[config.mk]
export PLATFORM = sky130hd
export DESIGN_NAME = vpms_mode_status
export DESIGN_NICKNAME = d
export VERILOG_FILES = /design/src/shared/vpms_pkg.sv /design/src/shared/vpms_sync_if.sv /design/src/verilog/vpms_mode_status.sv /design/src/verilog/vpms_strap_sync.sv
export VERILOG_INCLUDE_DIRS = /design/src /design/src/shared
export SDC_FILE = /design/constraint.sdc
export NUM_CORES = 1
export LEC_CHECK = 0
export BUFFER_PORTS_ARGS = -buffer_cell sky130_fd_sc_hd__clkbuf_2
export CAP_MARGIN = 0
export CORE_MARGIN = 5
export CORE_UTILIZATION = 32
export DETAILED_ROUTE_END_ITERATION = 16
export PLACE_DENSITY = 0.75
export SLEW_MARGIN = 15
export SYNTH_ARGS = -nofsm -noshare
export SYNTH_HDL_FRONTEND = slang
export SYNTH_HIERARCHICAL = 1
export SYNTH_SLANG_ARGS = --single-unit
[constraint.sdc]
create_clock -name CLOCK -period 1.5 [get_ports CLOCK]
set_input_delay 0.375 -clock CLOCK [delete_from_list [all_inputs] [get_ports CLOCK]]
set_output_delay 0.375 -clock CLOCK [all_outputs]
set_load 0.02 [all_outputs]
[src/shared/vpms_cfg.svh]
// What this block does
// loopback bit 14 set: port-0 transmit frames go back into the switch, not the MAC
// collision-test bit 7 forces collision while the host mac transmits; it resets to zero
// bits 4:2 read speed/duplex: 001,010,101,110 are 10H,100H,10F,100F
// autoneg enabled: field shows negotiated result; else basic-control speed and duplex
// bit 0 heartbeat_test_off: zero enables heartbeat test, one disables it
// reset loads heartbeat_test_off from the sampled heartbeat_disable_strap level
// bit 0 restored by control or power resets, kept on emulated soft reset
// bits 31-16 pad host access; management access sees sixteen bits
// register decodes at host offset 1DCh and management index 31
// reserved bits read zero and ignore writes
// software should set collision test only while loopback is active
`ifndef VPMS_CFG_SVH
`define VPMS_CFG_SVH

`define VPMS_HOST_OFFSET 12'h1dc
`define VPMS_MII_INDEX   5'h1f
`define VPMS_LOOP_BIT    14
`define VPMS_COL_BIT     7
`define VPMS_SPD_HI      4
`define VPMS_SPD_LO      2
`define VPMS_HB_BIT      0
`define VPMS_LOOP_RST    1'b0
`define VPMS_COL_RST     1'b0
`define VPMS_SPD_10H     3'h1
`define VPMS_SPD_100H    3'h2
`define VPMS_SPD_10F     3'h5
`define VPMS_SPD_100F    3'h6
`define VPMS_SYNC_STAGES 3

`endif

[src/shared/vpms_pkg.sv]
package vpms_pkg;

  typedef logic [2:0]  vpms_speed_t;
  typedef logic [31:0] vpms_word_t;
  typedef logic [15:0] vpms_half_t;

  typedef struct packed {
    logic loopback;
    logic col_test;
    logic heartbeat_off;
  } vpms_ctrl_s;

endpackage

[src/shared/vpms_sync_if.sv]
`timescale 1ns/10ps
interface vpms_sync_if;
  logic strap_level;
  logic strap_primed;

  modport src (output strap_level, output strap_primed);
  modport dst (input strap_level, input strap_primed);
endinterface

[src/verilog/vpms_mode_status.sv]
`timescale 1ns/10ps
`include "vpms_cfg.svh"
module vpms_mode_status #(
  parameter int HOST_ADDR_W = 12,
  parameter int DATA_W      = 4
) (
  input  wire logic                    CLOCK,
  input  wire logic                    RST,
  // host register map, 32-bit word
  input  wire logic [HOST_ADDR_W-1:0]  HOST_ADDR,
  input  wire logic                    HOST_WR,
  input  wire logic                    HOST_RD,
  input  wire vpms_pkg::vpms_word_t    HOST_WDATA,
  output logic                         HOST_RD_VALID,
  output vpms_pkg::vpms_word_t         HOST_RDATA,
  // management access, 16-bit register
  input  wire logic [4:0]              MII_INDEX,
  input  wire logic                    MII_WR,
  input  wire logic                    MII_RD,
  input  wire vpms_pkg::vpms_half_t    MII_WDATA,
  output logic                         MII_RD_VALID,
  output vpms_pkg::vpms_half_t         MII_RDATA,
  // emulated phy control and negotiation state
  input  wire logic                    AUTONEG_ENABLE,
  input  wire logic                    SPEED_SELECT,
  input  wire logic                    DUPLEX_SELECT,
  input  wire vpms_pkg::vpms_speed_t   AUTONEG_RESULT,
  input  wire logic                    VPHY_HARD_RESET,
  input  wire logic                    VPHY_SOFT_RESET,
  input  wire logic                    HEARTBEAT_DISABLE_STRAP,
  // switch port 0 transmit toward the host mac
  input  wire logic                    SW_TX_EN,
  input  wire logic [DATA_W-1:0]       SW_TXD,
  output logic                         MAC_RX_DV,
  output logic [DATA_W-1:0]            MAC_RXD,
  output logic                         LOOP_RX_DV,
  output logic [DATA_W-1:0]            LOOP_RXD,
  // host mac transmit toward the switch engine
  input  wire logic                    MAC_TX_EN,
  output logic                         SW_COL,
  output logic                         HEARTBEAT_TEST_OFF
);
  import vpms_pkg::*;

  if (HOST_ADDR_W < 9) begin : g_addr_check
    $error("HOST_ADDR_W too narrow for the register offset");
  end
  if (DATA_W < 1) begin : g_data_check
    $error("DATA_W must be at least one");
  end

  vpms_sync_if strap_if ();

  vpms_strap_sync u_strap (
    .CLOCK     (CLOCK),
    .RST       (RST),
    .STRAP_PIN (HEARTBEAT_DISABLE_STRAP),
    .sync      (strap_if.src)
  );

  // code reported in bits 4:2 when negotiation is off
  function automatic vpms_speed_t manual_code(input logic spd100, input logic full);
    vpms_speed_t c;
    c = `VPMS_SPD_10H;
    case ({full, spd100})
      2'b00:   c = `VPMS_SPD_10H;
      2'b01:   c = `VPMS_SPD_100H;
      2'b10:   c = `VPMS_SPD_10F;
      2'b11:   c = `VPMS_SPD_100F;
      default: c = `VPMS_SPD_10H;
    endcase
    return c;
  endfunction

  // the sixteen-bit image, shared by both access paths; only bits 14, 7, 4:2 and 0 are live, all others are zero
  function automatic vpms_half_t pack_reg(input vpms_ctrl_s ctl, input vpms_speed_t spd);
    vpms_half_t r;
    r                             = 16'h0000;
    r[`VPMS_LOOP_BIT]             = ctl.loopback;
    r[`VPMS_COL_BIT]              = ctl.col_test;
    r[`VPMS_SPD_HI:`VPMS_SPD_LO]  = spd;
    r[`VPMS_HB_BIT]               = ctl.heartbeat_off;
    return r;
  endfunction

  vpms_ctrl_s  ctrl_q;
  vpms_ctrl_s  ctrl_d;
  vpms_speed_t speed_code;
  logic        host_hit;
  logic        mii_hit;
  logic        wr_en;
  vpms_half_t  wr_val;
  logic        strap_pend_q;
  logic        strap_pend_d;

  assign host_hit = (HOST_ADDR == HOST_ADDR_W'(`VPMS_HOST_OFFSET));
  assign mii_hit  = (MII_INDEX == `VPMS_MII_INDEX);

  always_comb begin
    if (AUTONEG_ENABLE) begin
      speed_code = AUTONEG_RESULT;
    end else begin
      speed_code = manual_code(SPEED_SELECT, DUPLEX_SELECT);
    end
  end

  // host wins when both paths write in the same cycle; upper host bits are padding
  always_comb begin
    wr_en  = 1'b0;
    wr_val = 16'h0000;
    if (HOST_WR && host_hit) begin
      wr_en  = 1'b1;
      wr_val = HOST_WDATA[15:0];
    end else if (MII_WR && mii_hit) begin
      wr_en  = 1'b1;
      wr_val = MII_WDATA;
    end
  end

  // control bits: chip and hard vphy resets restore the strap default, soft reset keeps it
  always_comb begin
    ctrl_d       = ctrl_q;
    strap_pend_d = strap_pend_q;
    if (RST || VPHY_HARD_RESET) begin
      ctrl_d.loopback = `VPMS_LOOP_RST;
      ctrl_d.col_test = `VPMS_COL_RST;
      strap_pend_d    = 1'b1;
      if (strap_if.strap_primed) begin
        ctrl_d.heartbeat_off = strap_if.strap_level;
        strap_pend_d         = 1'b0;
      end
    end else if (VPHY_SOFT_RESET) begin
      ctrl_d.loopback = `VPMS_LOOP_RST;
      ctrl_d.col_test = `VPMS_COL_RST;
    end else begin
      if (strap_pend_q && strap_if.strap_primed) begin
        ctrl_d.heartbeat_off = strap_if.strap_level;
        strap_pend_d         = 1'b0;
      end
      if (wr_en) begin
        ctrl_d.loopback      = wr_val[`VPMS_LOOP_BIT];
        ctrl_d.col_test      = wr_val[`VPMS_COL_BIT];
        ctrl_d.heartbeat_off = wr_val[`VPMS_HB_BIT];
        strap_pend_d         = 1'b0;
      end
    end
  end

  always_ff @(posedge CLOCK) begin
    ctrl_q       <= ctrl_d;
    strap_pend_q <= strap_pend_d;
  end

  // read answers: one cycle after the request, data from flip-flops
  logic       host_vld_d;
  vpms_word_t host_dat_d;
  logic       mii_vld_d;
  vpms_half_t mii_dat_d;

  always_comb begin
    host_vld_d = 1'b0;
    host_dat_d = 32'h0000_0000;
    mii_vld_d  = 1'b0;
    mii_dat_d  = 16'h0000;
    if (!RST && HOST_RD) begin
      host_vld_d = 1'b1;
      if (host_hit) begin
        host_dat_d = {16'h0000, pack_reg(ctrl_q, speed_code)};
      end
    end
    if (!RST && MII_RD) begin
      mii_vld_d = 1'b1;
      if (mii_hit) begin
        mii_dat_d = pack_reg(ctrl_q, speed_code);
      end
    end
  end

  always_ff @(posedge CLOCK) begin
    HOST_RD_VALID <= host_vld_d;
    HOST_RDATA    <= host_dat_d;
    MII_RD_VALID  <= mii_vld_d;
    MII_RDATA     <= mii_dat_d;
  end

  // datapath steering; toggling loopback mid-frame splits that frame, software
  // should change it between frames
  logic              mac_dv_d;
  logic [DATA_W-1:0] mac_d_d;
  logic              loop_dv_d;
  logic [DATA_W-1:0] loop_d_d;
  logic              col_d;

  always_comb begin
    mac_dv_d  = 1'b0;
    mac_d_d   = '0;
    loop_dv_d = 1'b0;
    loop_d_d  = '0;
    col_d     = 1'b0;
    if (!RST) begin
      if (ctrl_q.loopback) begin
        loop_dv_d = SW_TX_EN;
        loop_d_d  = SW_TXD;
      end else begin
        mac_dv_d = SW_TX_EN;
        mac_d_d  = SW_TXD;
      end
      // forced collision is only sensible with loopback on, but is not gated by it
      col_d = ctrl_q.col_test && MAC_TX_EN;
    end
  end

  always_ff @(posedge CLOCK) begin
    MAC_RX_DV  <= mac_dv_d;
    MAC_RXD    <= mac_d_d;
    LOOP_RX_DV <= loop_dv_d;
    LOOP_RXD   <= loop_d_d;
    SW_COL     <= col_d;
  end

  assign HEARTBEAT_TEST_OFF = ctrl_q.heartbeat_off;
endmodule

[src/verilog/vpms_strap_sync.sv]
`timescale 1ns/10ps
`include "vpms_cfg.svh"
module vpms_strap_sync (
  input  wire logic  CLOCK,
  input  wire logic  RST,
  input  wire logic  STRAP_PIN,
  vpms_sync_if.src   sync
);
  import vpms_pkg::*;

  logic [`VPMS_SYNC_STAGES-1:0] chain_q;
  logic [`VPMS_SYNC_STAGES-1:0] chain_d;
  logic                         level_q;
  logic                         level_d;
  logic [1:0]                   fill_q;
  logic [1:0]                   fill_d;

  // chain shifts under reset too; priming waits three edges past reset so that
  // every stage holds the pin before its level is trusted
  always_comb begin
    chain_d = {chain_q[`VPMS_SYNC_STAGES-2:0], STRAP_PIN};
    level_d = level_q;
    fill_d  = fill_q;
    if (RST) begin
      fill_d = 2'h0;
    end else if (fill_q != 2'h3) begin
      fill_d = fill_q + 2'h1;
    end
    if (chain_q[1] == chain_q[2]) begin
      level_d = chain_q[2];
    end
  end

  always_ff @(posedge CLOCK) begin
    chain_q <= chain_d;
    level_q <= level_d;
    fill_q  <= fill_d;
  end

  assign sync.strap_level  = level_q;
  assign sync.strap_primed = (fill_q == 2'h3);
endmodule
==> impl_results.md <==
* Status: complete, no violations
* Layout area overhead at 33.2%
* DR vias at between 1000 and 1500
* Per-cell routed wire length at a little over 10 um
* Final Hold Viols at 0
* Critical Path Max Stage Delay at about 0.38 ns
* Crit path max-delay family: simple AND/OR/NAND/NOR gates
* Routed wire length at 2960 um
* Critical path class: in2reg
* EDFF count, synth at 3
* Max VDD drop at ~350 uV
* CP max-delay cell: or3_1
* Antenna violations before repair at 0
* Ys async rst share at 0
* CP max FO at 3
* Internal power at 1.55 mW
* Initial Util at 0.324
* Setup Skew at around 0.0036 ns
* Setup ws final at 0.0884 ns
* Cells after Synth at 146
* TritonRoute pass-1 iters at 4
* Routability cong. at 0.758
* Sequential Power Share at 0.484
* Final setup fails at 0
* CTS sink cnt at 35
* Nets@finish at 321
* Mean Syn Cell Area at 10.4 um^2
* Peak Freq at 708 MHz
* Worst hold margin at 0.194 ns
* DP HPWL at approximately 2500 um
* Max cap viols at 0
* Initial DRC Count at 48
* Root buf cell: clkbuf_8
* Setup tns final at 0 ns
* DR vias/cell at 4.01
* Fin. max-slew vios at 0
* CP Depth at 7
* Antenna Nets Post-Route at 0
* IO Pins at 148
* Largest net degree at the start of global routing at 12
* Sequential fraction of the synthesis area at 0.483
* DRC viols at 0
* Clk network pwr share at 0.382
* Worst r2r path cells at 3
* Die width at 78.7 um
* Vias in the first global route at 1129
* Leakage power at 1.03 nW
* Worst path buffer plus inverter count at 3
* Fraction of layout cells with a size suffix above 1 at 0.415
* Yosys cell types at 34
* Cell count of the worst hold path at 1
* Comb pwr share at 0.134
* Cell mode on critical path: buf_4
* Number of synthesized register bits at 35
* Dominant synthesized flop cell: dfxtp_1
* Die span in y at 78.7 um
* Grt total ovfl at 0
* Hold Path Class: in2reg
* # diodes at 0
* Row count at 25
* Worst-path cell chain: clkbuf_2 > nor4b_4 > buf_4 > nand2_2 > or3_1 > buf_4 > a21oi_1
* Skew-Pair Late Insertion Delay at 0.28 ns
* Total GRT Usage at 0.0959
* Tot Pwr at 2.06 mW
* Yosys warns at 6
* CP endpoint kind: register
* First-pass GRT wire length at approximately 4700 um
* Arr. time, crit path at between 1.5 and 2 ns
* Tmin final at 1.41 ns
* Sw frac at 0.246
* CTS Buf Count at 5
* CTS tree: built
* Mapped cell area at 1510 um^2
* Core area at 4660 um^2
* Synth area leader: dfxtp_1
* Synth top area share at 0.424
* WP data required at 1.71 ns
* Synth top area cells: dfxtp_1 42%, buf_4 18%, and2_1 6.6%
* Die area at around 6200 um^2
* Longest Clk Path Bufs at 2
* Net switching power at 0.507 mW
* PortBufs at 69
* Crit share post-route at 0.941
* Startpoint types: input pin
* Pwr dens at 1020 nW/um^2
* Clk slew on worst S/H paths at 0.07 ns
* Post-place setup slack at -0.261 ns
* CTS H-Tree Depth at 2
[registers in the layout, summed over array words and instances (netlist names), 2 cells and up]
signal,flops
MII_RDATA,6
LOOP_RXD,4
MAC_RXD,4
HOST_RDATA,6
u_strap/chain_q,3
u_strap/fill_q,2
ctrl_q,2
[layout make-up]
| class | instances | area (um^2) |
|---|---|---|
| fillers | 460 | 2650 |
| flip-flops and latches | 35 | 731 |
| clock buffers | 7 | 108 |
| multi-input cells | 108 | 656 |
| clock inverters | 1 | 5.00 |
| well taps | 54 | 67.6 |
| repair buffers | 82 | 443 |
| inverters | 1 | 3.75 |
[path summary, 6_finish.rpt]
| check | end | from | slack, ns |
|---|---|---|---|
| max | ctrl_q[1] | HOST_ADDR[11] | 0.09 |
| min | u_strap/chain_q[0] | HEARTBEAT_DISABLE_STRAP | 0.19 |
| max reg2reg | strap_pend_q | u_strap/fill_q[0] | 0.44 |
| min reg2reg | u_strap/chain_q[1] | u_strap/chain_q[0] | 0.33 |
[layout by cell type, fill, tap and decap left out, types with 4 or more instances in the layout]
cell type and n:
nor2_1 12, mux2i_1 5, conb_1 36, dfxtp_1 32, and2_1 16, clkbuf_8 6, nor2b_1 4, clkbuf_2 69
buf_4 13
[power by group through the flow]
stage          registers, mW  logic, mW  clock network, mW
2_1_floorplan           1.03      0.224                  0
3_3_place_gp            1.02      0.266                  0
3_5_place_dp            1.02      0.271                  0
4_1_cts                0.998      0.272              0.812
5_1_grt                 1.00      0.308              0.860
6_report               0.997      0.275              0.788
[repair_timing]
action	4_1_cts	5_1_grt
setup endpoints to repair	0	3
setup buffers	0	1
resized for setup	0	2
hold buffers	0	0
[stage by stage]
step | util | cell area [um^2] | cells
4_1_cts | 0.427 | 1990 | 287
3_3_place_gp | 0.403 | 1880 | 279
5_1_grt | 0.432 | 2010 | 288
3_5_place_dp | 0.403 | 1880 | 279
2_1_floorplan | - | 1650 | 181
6_report | 0.432 | 2010 | 288
[synthesized netlist by cell type, types with 2 or more instances]
cell / instances
ha_1: 2
mux2i_1: 5
nor2b_1: 5
dfxtp_1: 32
nor2_1: 12
nand4_1: 2
and2_1: 16
nand3b_1: 2
nand2_1: 2
and4_1: 2
buf_4: 36
a21oi_1: 3
o211ai_1: 2
o21ai_0: 3
edfxtp_1: 3
[logic make-up (layout without fill, tap and decap cells)]
| logic type | count (synthesis) | after routing | synth area share |
|---|---|---|---|
| AOI/OAI and AO/OA | 10 | 10 | 0.0464 |
| muxes | 5 | 5 | 0.0331 |
| and+or+nand+nor | 53 | 53 | 0.223 |
| buffers and inverters | 38 | 91 | 0.184 |
| DFF | 35 | 35 | 0.483 |
| xor gates and xnor gates | 2 | 2 | 0.0116 |
| adders and majority gates | 2 | 2 | 0.0166 |
| other | 1 | 36 | 0.00248 |
[layer usage]
metal  global-route usage  share of wire  vias to the layer above
met3               0.0374           0.12                        5
met5                    0              0                        -
met1                0.104           0.37                      488
met2                0.160           0.48                       68
met4               0.0524          0.020                        0
li1                     -              -                      594
Note: power is estimated with default switching activity, not from simulation.
